### src/gpm_pkg.sv
package gpm_pkg;

   // ----------------------------------------
   // Register map
   // ----------------------------------------
   localparam logic [7:0] ADDR_P0_DATA = 8'h80;
   localparam logic [7:0] ADDR_P0_OMODE = 8'hA4;
   localparam logic [7:0] ADDR_P0_SKIP = 8'hD4;
   localparam logic [7:0] ADDR_P1_MATCH = 8'hE1;
   localparam logic [7:0] ADDR_P1_MASK = 8'hE2;
   localparam logic [7:0] ADDR_P0_IMODE = 8'hF1;
   localparam logic [7:0] ADDR_P0_MATCH = 8'hF3;
   localparam logic [7:0] ADDR_P0_MASK = 8'hF4;
   localparam logic [3:0] PAGE_0 = 4'h0;
   localparam logic [3:0] PAGE_F = 4'hF;

   // ----------------------------------------
   // Reset values
   // ----------------------------------------
   localparam logic [7:0] RST_DATA = 8'hFF;
   localparam logic [7:0] RST_OMODE = 8'h00;
   localparam logic [7:0] RST_SKIP = 8'h00;
   localparam logic [7:0] RST_MATCH = 8'hFF;
   localparam logic [7:0] RST_MASK = 8'h00;
   localparam logic [7:0] RST_IMODE = 8'hFF;
   localparam logic [7:0] RST_ZERO = 8'h00;

   // ----------------------------------------
   // Carriers
   // ----------------------------------------
   typedef struct packed {
      logic wr;
      logic rd;
      logic rmw;
      logic bit_op;
      logic [2:0] bit_idx;
      logic bit_val;
      logic [3:0] page;
      logic [7:0] addr;
      logic [7:0] wdata;
   } gpm_sfr_req_t;

   typedef struct packed {
      logic [7:0] out;
      logic [7:0] oe_n;
      logic [7:0] pullup_en;
      logic [7:0] analog;
   } gpm_pad_t;

   // ----------------------------------------
   // Helpers
   // ----------------------------------------
   function automatic logic gpm_mismatch(input logic [7:0] pins,
                                         input logic [7:0] val,
                                         input logic [7:0] mask);
      gpm_mismatch = ((pins & mask) != (val & mask));
   endfunction : gpm_mismatch

   function automatic logic gpm_sel(input gpm_sfr_req_t req,
                                    input logic [7:0] addr,
                                    input logic any_page,
                                    input logic [3:0] page);
      gpm_sel = (req.addr == addr) && (any_page || (req.page == page));
   endfunction : gpm_sel

endpackage : gpm_pkg

### src/gpm_port_io.sv
`timescale 1ns/1ps
`default_nettype none
module gpm_port_io #(
   parameter int WIDTH = 8
) (
   input wire logic clk_sys,
   input wire logic resetn,
   input wire gpm_pkg::gpm_sfr_req_t sfr_req,
   output logic [7:0] sfr_rdata_r,
   input wire logic [WIDTH-1:0] port0_pin_in,
   input wire logic [WIDTH-1:0] port1_pin_in,
   input wire logic [WIDTH-1:0] xbar_sel,
   input wire logic [WIDTH-1:0] xbar_dout,
   input wire logic [WIDTH-1:0] smbus_pins,
   output gpm_pkg::gpm_pad_t pad_r,
   output logic [WIDTH-1:0] port0_crossbar_skip_r,
   output logic port_mismatch_r,
   output logic port_wake_r
);

   // ----------------------------------------
   // Pin synchronisers
   // ----------------------------------------
   logic [WIDTH-1:0] p0_meta_r;
   logic [WIDTH-1:0] p0_sync_r;
   logic [WIDTH-1:0] p1_meta_r;
   logic [WIDTH-1:0] p1_sync_r;
   logic [WIDTH-1:0] p0_meta_nxt;
   logic [WIDTH-1:0] p0_sync_nxt;
   logic [WIDTH-1:0] p1_meta_nxt;
   logic [WIDTH-1:0] p1_sync_nxt;

   always_comb begin
      p0_meta_nxt = port0_pin_in;
      p0_sync_nxt = p0_meta_r;
      p1_meta_nxt = port1_pin_in;
      p1_sync_nxt = p1_meta_r;
   end

   always_ff @(posedge clk_sys) begin
      if (!resetn) begin
         p0_meta_r <= '0;
         p0_sync_r <= '0;
         p1_meta_r <= '0;
         p1_sync_r <= '0;
      end else begin
         p0_meta_r <= p0_meta_nxt;
         p0_sync_r <= p0_sync_nxt;
         p1_meta_r <= p1_meta_nxt;
         p1_sync_r <= p1_sync_nxt;
      end
   end

   // ----------------------------------------
   // Configuration and data registers
   // ----------------------------------------
   logic [WIDTH-1:0] p0_latch_r;
   logic [WIDTH-1:0] p0_omode_r;
   logic [WIDTH-1:0] p0_imode_r;
   logic [WIDTH-1:0] p0_match_r;
   logic [WIDTH-1:0] p0_mask_r;
   logic [WIDTH-1:0] p1_match_r;
   logic [WIDTH-1:0] p1_mask_r;
   logic [WIDTH-1:0] p0_latch_nxt;
   logic [WIDTH-1:0] p0_omode_nxt;
   logic [WIDTH-1:0] p0_imode_nxt;
   logic [WIDTH-1:0] p0_skip_nxt;
   logic [WIDTH-1:0] p0_match_nxt;
   logic [WIDTH-1:0] p0_mask_nxt;
   logic [WIDTH-1:0] p1_match_nxt;
   logic [WIDTH-1:0] p1_mask_nxt;
   logic byte_wr;
   logic [WIDTH-1:0] p0_digital;

   // Analog pins have their receiver off and read low
   assign p0_digital = p0_sync_r & p0_imode_r;

   always_comb begin
      byte_wr = sfr_req.wr && !sfr_req.bit_op;
      p0_latch_nxt = p0_latch_r;
      p0_omode_nxt = p0_omode_r;
      p0_imode_nxt = p0_imode_r;
      p0_skip_nxt = port0_crossbar_skip_r;
      p0_match_nxt = p0_match_r;
      p0_mask_nxt = p0_mask_r;
      p1_match_nxt = p1_match_r;
      p1_mask_nxt = p1_mask_r;
      // Data latch on every page, byte or single bit
      if (gpm_pkg::gpm_sel(sfr_req, gpm_pkg::ADDR_P0_DATA, 1'b1, gpm_pkg::PAGE_0)) begin
         if (byte_wr) begin
            p0_latch_nxt = sfr_req.wdata;
         end else if (sfr_req.wr) begin
            p0_latch_nxt[sfr_req.bit_idx] = sfr_req.bit_val;
         end
      end
      if (byte_wr) begin
         if (gpm_pkg::gpm_sel(sfr_req, gpm_pkg::ADDR_P0_MATCH, 1'b0, gpm_pkg::PAGE_0)) begin
            p0_match_nxt = sfr_req.wdata;
         end
         if (gpm_pkg::gpm_sel(sfr_req, gpm_pkg::ADDR_P0_MASK, 1'b0, gpm_pkg::PAGE_0)) begin
            p0_mask_nxt = sfr_req.wdata;
         end
         if (gpm_pkg::gpm_sel(sfr_req, gpm_pkg::ADDR_P1_MATCH, 1'b0, gpm_pkg::PAGE_0)) begin
            p1_match_nxt = sfr_req.wdata;
         end
         if (gpm_pkg::gpm_sel(sfr_req, gpm_pkg::ADDR_P1_MASK, 1'b0, gpm_pkg::PAGE_0)) begin
            p1_mask_nxt = sfr_req.wdata;
         end
         if (gpm_pkg::gpm_sel(sfr_req, gpm_pkg::ADDR_P0_IMODE, 1'b0, gpm_pkg::PAGE_F)) begin
            p0_imode_nxt = sfr_req.wdata;
         end
         if (gpm_pkg::gpm_sel(sfr_req, gpm_pkg::ADDR_P0_OMODE, 1'b0, gpm_pkg::PAGE_F)) begin
            p0_omode_nxt = sfr_req.wdata;
         end
         if (gpm_pkg::gpm_sel(sfr_req, gpm_pkg::ADDR_P0_SKIP, 1'b0, gpm_pkg::PAGE_F)) begin
            p0_skip_nxt = sfr_req.wdata;
         end
      end
   end

   always_ff @(posedge clk_sys) begin
      if (!resetn) begin
         p0_latch_r <= gpm_pkg::RST_DATA;
         p0_omode_r <= gpm_pkg::RST_OMODE;
         p0_imode_r <= gpm_pkg::RST_IMODE;
         port0_crossbar_skip_r <= gpm_pkg::RST_SKIP;
         p0_match_r <= gpm_pkg::RST_MATCH;
         p0_mask_r <= gpm_pkg::RST_MASK;
         p1_match_r <= gpm_pkg::RST_MATCH;
         p1_mask_r <= gpm_pkg::RST_MASK;
      end else begin
         p0_latch_r <= p0_latch_nxt;
         p0_omode_r <= p0_omode_nxt;
         p0_imode_r <= p0_imode_nxt;
         port0_crossbar_skip_r <= p0_skip_nxt;
         p0_match_r <= p0_match_nxt;
         p0_mask_r <= p0_mask_nxt;
         p1_match_r <= p1_match_nxt;
         p1_mask_r <= p1_mask_nxt;
      end
   end

   // ----------------------------------------
   // Readback
   // ----------------------------------------
   logic [7:0] rdata_nxt;

   always_comb begin
      rdata_nxt = sfr_rdata_r;
      if (sfr_req.rd) begin
         rdata_nxt = gpm_pkg::RST_ZERO;
         if (gpm_pkg::gpm_sel(sfr_req, gpm_pkg::ADDR_P0_DATA, 1'b1, gpm_pkg::PAGE_0)) begin
            // Read-modify-write sees the latch, plain reads see pins
            rdata_nxt = sfr_req.rmw ? p0_latch_r : p0_digital;
         end
         if (gpm_pkg::gpm_sel(sfr_req, gpm_pkg::ADDR_P0_MATCH, 1'b0, gpm_pkg::PAGE_0)) begin
            rdata_nxt = p0_match_r;
         end
         if (gpm_pkg::gpm_sel(sfr_req, gpm_pkg::ADDR_P0_MASK, 1'b0, gpm_pkg::PAGE_0)) begin
            rdata_nxt = p0_mask_r;
         end
         if (gpm_pkg::gpm_sel(sfr_req, gpm_pkg::ADDR_P1_MATCH, 1'b0, gpm_pkg::PAGE_0)) begin
            rdata_nxt = p1_match_r;
         end
         if (gpm_pkg::gpm_sel(sfr_req, gpm_pkg::ADDR_P1_MASK, 1'b0, gpm_pkg::PAGE_0)) begin
            rdata_nxt = p1_mask_r;
         end
         if (gpm_pkg::gpm_sel(sfr_req, gpm_pkg::ADDR_P0_IMODE, 1'b0, gpm_pkg::PAGE_F)) begin
            rdata_nxt = p0_imode_r;
         end
         if (gpm_pkg::gpm_sel(sfr_req, gpm_pkg::ADDR_P0_OMODE, 1'b0, gpm_pkg::PAGE_F)) begin
            rdata_nxt = p0_omode_r;
         end
         if (gpm_pkg::gpm_sel(sfr_req, gpm_pkg::ADDR_P0_SKIP, 1'b0, gpm_pkg::PAGE_F)) begin
            rdata_nxt = port0_crossbar_skip_r;
         end
      end
   end

   always_ff @(posedge clk_sys) begin
      if (!resetn) begin
         sfr_rdata_r <= gpm_pkg::RST_ZERO;
      end else begin
         sfr_rdata_r <= rdata_nxt;
      end
   end

   // ----------------------------------------
   // Pad drive
   // ----------------------------------------
   gpm_pkg::gpm_pad_t pad_nxt;
   logic drv;

   always_comb begin
      pad_nxt = '0;
      drv = 1'b0;
      for (int i = 0; i < WIDTH; i++) begin
         // Crossbar peripherals take the pin, latch otherwise
         drv = xbar_sel[i] ? xbar_dout[i] : p0_latch_r[i];
         if (!p0_imode_r[i]) begin
            pad_nxt.oe_n[i] = 1'b1;
            pad_nxt.analog[i] = 1'b1;
         end else if (p0_omode_r[i] && !smbus_pins[i]) begin
            pad_nxt.out[i] = drv;
            pad_nxt.pullup_en[i] = 1'b1;
         end else begin
            // Open-drain only pulls low
            pad_nxt.oe_n[i] = drv;
            pad_nxt.pullup_en[i] = 1'b1;
         end
      end
   end

   always_ff @(posedge clk_sys) begin
      if (!resetn) begin
         pad_r.out <= gpm_pkg::RST_ZERO;
         pad_r.oe_n <= gpm_pkg::RST_DATA;
         pad_r.pullup_en <= gpm_pkg::RST_ZERO;
         pad_r.analog <= gpm_pkg::RST_ZERO;
      end else begin
         pad_r <= pad_nxt;
      end
   end

   // ----------------------------------------
   // Port match event
   // ----------------------------------------
   logic mis_nxt;

   always_comb begin
      mis_nxt = gpm_pkg::gpm_mismatch(p0_digital, p0_match_r, p0_mask_r)
              | gpm_pkg::gpm_mismatch(p1_sync_r, p1_match_r, p1_mask_r);
   end

   always_ff @(posedge clk_sys) begin
      if (!resetn) begin
         port_mismatch_r <= 1'b0;
         port_wake_r <= 1'b0;
      end else begin
         port_mismatch_r <= mis_nxt;
         port_wake_r <= mis_nxt;
      end
   end
endmodule : gpm_port_io
`default_nettype wire

### config.mk
export PLATFORM = sky130hd
export DESIGN_NAME = gpm_port_io
export DESIGN_NICKNAME = d
export VERILOG_FILES = /design/src/gpm_pkg.sv /design/src/gpm_port_io.sv
export SDC_FILE = /design/constraint.sdc
export NUM_CORES = 1
export LEC_CHECK = 0
export BUFFER_PORTS_ARGS = -buffer_cell sky130_fd_sc_hd__buf_2
export CAP_MARGIN = 5
export CORE_ASPECT_RATIO = 1.25
export CORE_MARGIN = 5
export CORE_UTILIZATION = 50
export CTS_CLUSTER_SIZE = 14
export DETAILED_ROUTE_END_ITERATION = 8
export GPL_ROUTABILITY_DRIVEN = 0
export PLACE_DENSITY = 0.79
export SYNTH_ARGS = -nofsm -noshare
export SYNTH_HDL_FRONTEND = slang
export SYNTH_SLANG_ARGS = --single-unit
### constraint.sdc
create_clock -name clk_sys -period 2.1 [get_ports clk_sys]
set_input_delay 0.42 -clock clk_sys [delete_from_list [all_inputs] [get_ports clk_sys]]
set_output_delay 0.42 -clock clk_sys [all_outputs]
set_load 0.02 [all_outputs]
; Word level (Yosys, flattened, before mapping)
; Index checks and enable logic that the tools add are counted.
[totals]
regBits = 137
in_bits = 70
wordCells = 149
[classes]
n_lt_le_gt_ge = 2
n_eq_ne = 11
mux = 46
n_bitwise = 6
n_reduce_logical = 52
[ops]
columns = cell, n
row1 = 2-to-1 mux 8 bit, 11
row2 = == test 8 bit (second input constant), 8
row3 = AND 8 bit, 5
row4 = 2-to-1 mux 1 bit, 33
row5 = AND reduction 2 bit, 16
row6 = AND reduction 3 bit, 8
row7 = logical AND 1 bit, 17
row8 = != test 8 bit, 2
row9 = logical NOT 1 bit, 9
row10 = bitwise mux 8 bit, 1
row11 = == test 4 bit (second input constant), 1
row12 = logical NOT 4 bit, 1
row13 = less-than comparator 3 x 4 -> 1 bit (second input constant), 1
row14 = demux 1 bit (select 3 bit), 1
row15 = >= comparator 3 x 1 -> 1 bit (second input constant), 1
row16 = nonzero test 2 bit, 1
row17 = bitwise OR 1 bit, 1

; Depth between registers and ports, before layout
; Gate-level depths: netlist of run 1.
[logic_depth]
word_depth = 10
mapped_depth = 8
mapped_depth_nobuf = 5

; Worst setup path before layout of run 1
; Ideal clock, no wire load.
[synth_timing]
path_kind = input port to flip-flop
from = in sfr_req[16] (netlist name)
to = reg p0_mask_r[0]
setup_ps = 117
arrival_time_ps = 2024
required_ps = 1983
path_slack_ps = -41
stages = 7
path_buffers = 2
path_cell_list = or4_1 > buf_2 > nor3_2 > buf_4 > nand2_1 > nand2_1 > a21boi_1
[synth_between]
elab_chain_len = 3
[synth_lines]
columns = item, line_no
row1 = from (decl), gpm_port_io.sv:8  ; input wire gpm_pkg::gpm_sfr_req_t sfr_req,
row2 = logical NOT 4 bit, gpm_pkg.sv:63  ; gpm_sel = (req.addr == addr) && (any_page || (req.page == page));
row3 = logical AND 1 bit, gpm_pkg.sv:63
row4 = AND reduction 2 bit (no line), --
row5 = to (signal assigned), gpm_port_io.sv:128  ; p0_mask_r <= gpm_pkg::RST_MASK;
row6 = to (signal assigned), gpm_port_io.sv:137  ; p0_mask_r <= p0_mask_nxt;
row7 = to (decl), gpm_port_io.sv:61  ; logic [WIDTH-1:0] p0_mask_r;
; No other way between the ends.
; A chain may end at the register's enable or synchronous reset.

; Worst setup path after layout of run 1
[layout_timing]
from = in sfr_req[16] (netlist name)
to = reg p1_mask_r[4]
[layout_between]
elab_chain_len = 3
[layout_lines]
columns = item, line_no
row1 = logical NOT 4 bit, gpm_pkg.sv:63
row2 = logical AND 1 bit, gpm_pkg.sv:63
row3 = AND reduction 2 bit (no line), --
row4 = to (signal assigned), gpm_port_io.sv:130  ; p1_mask_r <= gpm_pkg::RST_MASK;
row5 = to (signal assigned), gpm_port_io.sv:139  ; p1_mask_r <= p1_mask_nxt;
row6 = to (decl), gpm_port_io.sv:63  ; logic [WIDTH-1:0] p1_mask_r;
; No other way between the ends.

==> impl_metrics.json, run 1 <==
{
  "grt_pass1_wl_mm": 28.0,
  "cts-root-buf": "clkbuf_16",
  "postSynthAreaPerCell_sq_um": 9.24,
  "start_util": 0.511,
  "slowest_delay_ps": 590,
  "power.density_nw_per_um2": 796,
  "required_ps": 2400,
  "fmax_mhz": 520,
  "firstDrtPassIters": 5,
  "path_clk_slew_ps": 50,
  "via_per_inst": 5.70,
  "core_sq_um": 11700,
  "synth_edf_count": 0,
  "final_nets": 866,
  "antenna_cells": 0,
  "drive_gt1_frac": 0.271,
  "post_cts_buffers": 0,
  "place_area_sq_um": 7050,
  "finalHoldViolCount": 0,
  "clk_latency_ps": 410,
  "status": "finished, final reports clean",
  "ant_nets": 0,
  "maxCapViolCount": 0,
  "fp-row-count": 44,
  "slew_headroom": 0.637,
  "fin_crit_ps": 1920,
  "holdWs_ps": 207,
  "die_w_um": 108,
  "synth_area_leader_cell": "dfxtp_1",
  "setup_viol": 0,
  "routed_wirelength_mm": 18.0,
  "drc": 0,
  "syn_nets": 715,
  "fin_total_pwr_mw": 6.09,
  "syn_area_sq_um": 5960,
  "port_buffers": 119,
  "synth_cells": 645,
  "synth.top_cells.by_count": "dfxtp_1 (137), nand2_1 (95), mux2i_1 (41)",
  "ctsHoldBuffers": 0,
  "cts.path.max_buffers": 2,
  "async_flop_share": 0,
  "vias": 5527,
  "cp-start-kind": "input pin",
  "final_cells": 969,
  "grt_pass1_vias": 5359,
  "grt_max_degree": 71,
  "cellLeakagePower_nw": 3.20,
  "cp_max_fo": 8,
  "syn2layout_area_growth_pct": 28.4,
  "synth.distinct_cells": 61,
  "h-tree-depth": 4,
  "drtIter0Drc": 504,
  "ys_seq_area_frac": 0.460,
  "hold_class": "in2reg",
  "dieArea_sq_um": 14200,
  "end_kind": "flop",
  "ys_ff_latch": 137,
  "grtUsageTotal": 0.255,
  "netlist.area_leader.share": 0.460,
  "stdcell_area_sq_um": 7650,
  "die_height_um": 132,
  "worstMarginPinSlew_ps": 531,
  "hpwl_mm": 13.1,
  "yosysWarnings": 0,
  "yosysMostFrequentCell": "dfxtp_1",
  "cts_tree": "built",
  "num_io_pins": 120,
  "grt_overflow": 0,
  "yosys-top-cells-area": "dfxtp_1 (46%), mux2i_1 (6.9%), nand2_1 (6.0%)",
  "crit_chain": "buf_2 > or4_1 > or3_1 > nor2_8 > mux2i_1 > nor2b_1",
  "cts-resized-gates": 0,
  "clock-sinks": 137,
  "cts_buffers": 17,
  "routedWlPerCell_um": 18.6,
  "critPathKind": "in2reg",
  "final_max_slew_viol_count": 0,
  "finish.utilization": 0.656,
  "ys.flop_type": "dfxtp_1",
  "worstPathArrival_ps": 2220,
  "rsz0062_at_grt": "false",
  "peakVddDrop_mv": 0.530,
  "finalCritPeriodShare": 0.915,
  "antenna_found_initial": 0,
  "finClkSkew_ps": 6.31,
  "slowest_stage": "or4_1",
  "placed_cells": 938
}
-- worst paths after layout --
path | depth (start not counted) | startpoint | slack, ps | to
worst min register to register | 1 | p0_meta_r[7]$_SDFF_PN0_ | 430 | p0_sync_r[7]$_SDFF_PN0_
worst min-delay path | 2 | port1_pin_in[7] | 210 | p1_meta_r[7]$_SDFF_PN0_
worst max-delay path | 6 | sfr_req[16] | 180 | p1_mask_r[4]$_SDFFE_PN0P_
worst max register to register | 5 | p1_match_r[3]$_SDFFE_PN1P_ | 410 | port_wake_r$_SDFF_PN0_
-- cell type report --
type	instances	area, sq um
fillers	957	4020
multi-input cells	461	3040
flip-flops and latches	137	2740
repair buffers	172	1030
clock buffers	24	492
well taps	161	201
clock inverters	7	115
inverters	7	26.3
-- cells in the final DEF (no fill, tap or decap), drive strengths merged, types with 12 or more instances in the layout --
master,n
dfxtp,137
mux2i,41
nand2,95
nor2,14
a22oi,12
nor2b,40
nand3,22
clkbuf,24
a21oi,22
buf,172
o21ai,30
and2,40
a21boi,19
-- worst max-delay path: cells and delay by family --
kind	cells	cell delay (ps)
buffers and inverters	1	100
muxes	1	240
and+or+nand+nor	4	1460
-- routing by layer --
layer | vias up | global-route usage | wire length [um]
li1 | 2582 | - | -
met1 | 2520 | 0.292 | 6480
met2 | 332 | 0.422 | 8510
met3 | 93 | 0.0524 | 1710
met4 | 0 | 0.175 | 1360
met5 | - | 0 | 0
-- per-stage QoR --
step	setup WS [ps]	setup TNS [ps]
after floorplan	-8.93	-71.4
after global placement	-175	-5580
after detailed placement	-227	-8030
after CTS	186	0
after global routing	104	0
final	178	0
-- flip-flops by register name, indices dropped and copies added (netlist names) --
| register | cells |
|---|---|
| p0_sync_r | 8 |
| p0_meta_r | 8 |
| pad_r | 32 |
| port0_crossbar_skip_r | 8 |
| p1_match_r | 8 |
| p0_omode_r | 8 |
| p0_latch_r | 8 |
| p0_match_r | 8 |
| p1_meta_r | 8 |
| p1_mask_r | 8 |
| p0_mask_r | 8 |
| port_wake_r | 1 |
| p0_imode_r | 8 |
| p1_sync_r | 8 |
| sfr_rdata_r | 8 |
-- power breakdown --
group          leakage, nW  total [mW]  internal [mW]  switching [mW]
Combinational         1.79       0.406          0.167           0.240
Clock                0.292        3.02           1.98            1.03
Sequential            1.12        2.67           2.65          0.0171
Total                 3.20        6.09           4.80            1.29
-- cells by family after synthesis --
group,share of synthesized area
AND/OR/NAND/NOR,0.258
AO/OA/AOI/OAI,0.156
flip-flops,0.460
XOR/XNOR,0.0235
multiplexers,0.0689
buffers and inverters,0.0330
Power figures use the tool's default switching activity.
==> run 2, diff against run 1 <==
--- a/config.mk
+++ b/config.mk
@@ -5,15 +5,17 @@
 export SDC_FILE = /design/constraint.sdc
 export NUM_CORES = 1
 export LEC_CHECK = 0
+export ABC_AREA = 1
 export BUFFER_PORTS_ARGS = -buffer_cell sky130_fd_sc_hd__buf_2
 export CAP_MARGIN = 5
 export CORE_ASPECT_RATIO = 1.25
 export CORE_MARGIN = 5
-export CORE_UTILIZATION = 50
+export CORE_UTILIZATION = 49
 export CTS_CLUSTER_SIZE = 14
 export DETAILED_ROUTE_END_ITERATION = 8
 export GPL_ROUTABILITY_DRIVEN = 0
-export PLACE_DENSITY = 0.79
+export HOLD_SLACK_MARGIN = 0.12
+export PLACE_DENSITY = 0.78
 export SYNTH_ARGS = -nofsm -noshare
 export SYNTH_HDL_FRONTEND = slang
 export SYNTH_SLANG_ARGS = --single-unit
==> impl_metrics.json, run 2 <==
{
  "cellLeakagePower_nw": 3.53,
  "regMostFlops": "pad_r",
  "post_cts_buffers": 0,
  "clkPwrFrac": 0.477,
  "placed_cells": 1013,
  "power_frac_seq": 0.461,
  "grt_pass1_vias": 5107,
  "finalHoldViolCount": 0,
  "multiInputGateArea_sq_um": 2320,
  "synth_area_leader_cell": "dfxtp_1",
  "syn2layout_area_growth_pct": 21.8,
  "layout_common_cells": "dfxtp_1 (137), inv_1 (131), nand2_1 (129)",
  "cts_buffers": 17,
  "cts-resized-gates": 0,
  "yosys-top-cells-area": "dfxtp_1 (48%), inv_1 (8.6%), nand2_1 (8.4%)",
  "maxCapViolCount": 0,
  "syn_area_sq_um": 5730,
  "path_clk_slew_ps": 60,
  "cts-root-buf": "clkbuf_16",
  "p_switching_mw": 1.44,
  "regArea_sq_um": 2740,
  "num-fill-cells": 1076,
  "postSynthAreaPerCell_sq_um": 7.44,
  "grt_pass1_wl_mm": 25.1,
  "die_height_um": 131,
  "h-tree-depth": 4,
  "routed_wirelength_mm": 16.2,
  "place_area_sq_um": 6430,
  "power.density_nw_per_um2": 826,
  "routedWlPerCell_um": 15.5,
  "grt_max_degree": 59,
  "status": "finished, final reports clean",
  "post-place-ws_ps": 302,
  "antenna_cells": 0,
  "fin_total_pwr_mw": 5.76,
  "hpwl_mm": 11.9,
  "worstMarginPinSlew_ps": 615,
  "peakVddDrop_mv": 0.434,
  "core_sq_um": 11600,
  "antenna_found_initial": 0,
  "synth.distinct_cells": 32,
  "synth_edf_count": 0,
  "start_util": 0.496,
  "port_buffers": 119,
  "worstPathArrival_ps": 1790,
  "drc": 0,
  "via_per_inst": 5.26,
  "synth.top_cells.by_count": "dfxtp_1 (137), inv_1 (131), nand2_1 (129)",
  "synth_cells": 771,
  "rsz0062_at_grt": "false",
  "cp-start-kind": "input pin",
  "die_w_um": 107,
  "fmax_mhz": 666,
  "async_flop_share": 0,
  "largest_reg_flops": 32,
  "final_max_slew_viol_count": 0,
  "combPwrFrac": 0.062,
  "yosysMostFrequentCell": "dfxtp_1",
  "drive_gt1_frac": 0.213,
  "worst_slack_ps": 598,
  "grt_overflow": 0,
  "dieArea_sq_um": 14000,
  "slew_headroom": 0.589,
  "swShare": 0.250,
  "netlist.area_leader.share": 0.478,
  "num_io_pins": 120,
  "ant_nets": 0,
  "holdWs_ps": 175,
  "required_ps": 2390,
  "finish.utilization": 0.604,
  "final_nets": 964,
  "clock-sinks": 137,
  "finClkSkew_ps": 9.90,
  "hold_class": "in2reg",
  "finalCritPeriodShare": 0.715,
  "ctsHoldBuffers": 0,
  "vias": 5499,
  "setup_viol": 0,
  "fp-row-count": 44,
  "ys.flop_type": "dfxtp_1",
  "clk_latency_ps": 420,
  "drtIter0Drc": 558,
  "cts.path.max_buffers": 2,
  "ys_seq_area_frac": 0.478,
  "cp_max_fo": 16,
  "grtUsageTotal": 0.235,
  "fin_crit_ps": 1500,
  "final_cells": 1045,
  "end_kind": "flop",
  "yosysWarnings": 0,
  "fin_tns_setup_ps": 0,
  "syn_nets": 841,
  "internal_power_mw": 4.32,
  "stdcell_area_sq_um": 6980,
  "final_common_cell": "dfxtp_1",
  "cts_tree": "built",
  "critPathKind": "in2reg",
  "firstDrtPassIters": 5,
  "ys_ff_latch": 137
}
[run 2: cell count changes after synthesis, sizes merged, moves of 12 or more]
cell and delta:
nor2 +62, o21ai +39, mux2i -41, nand2 +39, and2 -39, a21boi -19
clkbuf -15, a21oi +68, nor2b -40, inv +128, a22oi -12
[run 2: worst paths after layout]
| kind | startpoint | end | slack, ps | cells past startpoint |
|---|---|---|---|---|
| hold reg to reg | p0_meta_r[7]$_SDFF_PN0_ | p0_sync_r[7]$_SDFF_PN0_ | 410 | 2 |
| setup reg to reg | p0_imode_r[7]$_SDFFE_PN1P_ | port_wake_r$_SDFF_PN0_ | 600 | 7 |
| setup / recovery | sfr_req[12] | p0_omode_r[6]$_SDFFE_PN0P_ | 600 | 9 |
| hold / removal | smbus_pins[4] | pad_r[28]$_SDFF_PN0_ | 180 | 2 |
[run 2: logic make-up (layout without fill, tap and decap cells)]
kind of cell,count (synthesis),after routing,synth area share
AOI/OAI and AO/OA,187,187,0.176
buffers and inverters,162,298,0.117
DFF,137,137,0.478
and+or+nand+nor,285,285,0.228
[run 2: worst max-delay path, cell delays in order]
cell	delay, ps
buf_2	110
inv_1	60
nand2_1	110
nor3_1	230
nand2_2	180
nor2_1	120
inv_1	190
o21ai_0	280
a21oi_1	90
[run 2: layout make-up]
cell class	count	share of cell area
flip-flops and latches	137	0.393
multi-input cells	472	0.332
repair buffers	131	0.0982
inverters	135	0.0726
clock buffers	18	0.0629
well taps	138	0.0247
clock inverters	14	0.0163
[run 2: power by group through the flow]
| stage | registers, mW | logic (mW) | clock network (mW) |
|---|---|---|---|
| after CTS | 2.66 | 0.352 | 2.77 |
| final | 2.66 | 0.355 | 2.75 |
| after detailed placement | 2.72 | 0.349 | 0 |
| after global placement | 2.71 | 0.344 | 0 |
| after floorplan | 2.73 | 0.168 | 0 |
| after global routing | 2.66 | 0.389 | 2.91 |
[run 2: routing by layer]
| metal | global-route usage | part of all wire | vias up |
|---|---|---|---|
| met5 | 0 | 0 | - |
| met1 | 0.259 | 0.38 | 2439 |
| met3 | 0.0545 | 0.076 | 66 |
| met2 | 0.415 | 0.50 | 252 |
| li1 | - | - | 2742 |
| met4 | 0.138 | 0.044 | 0 |
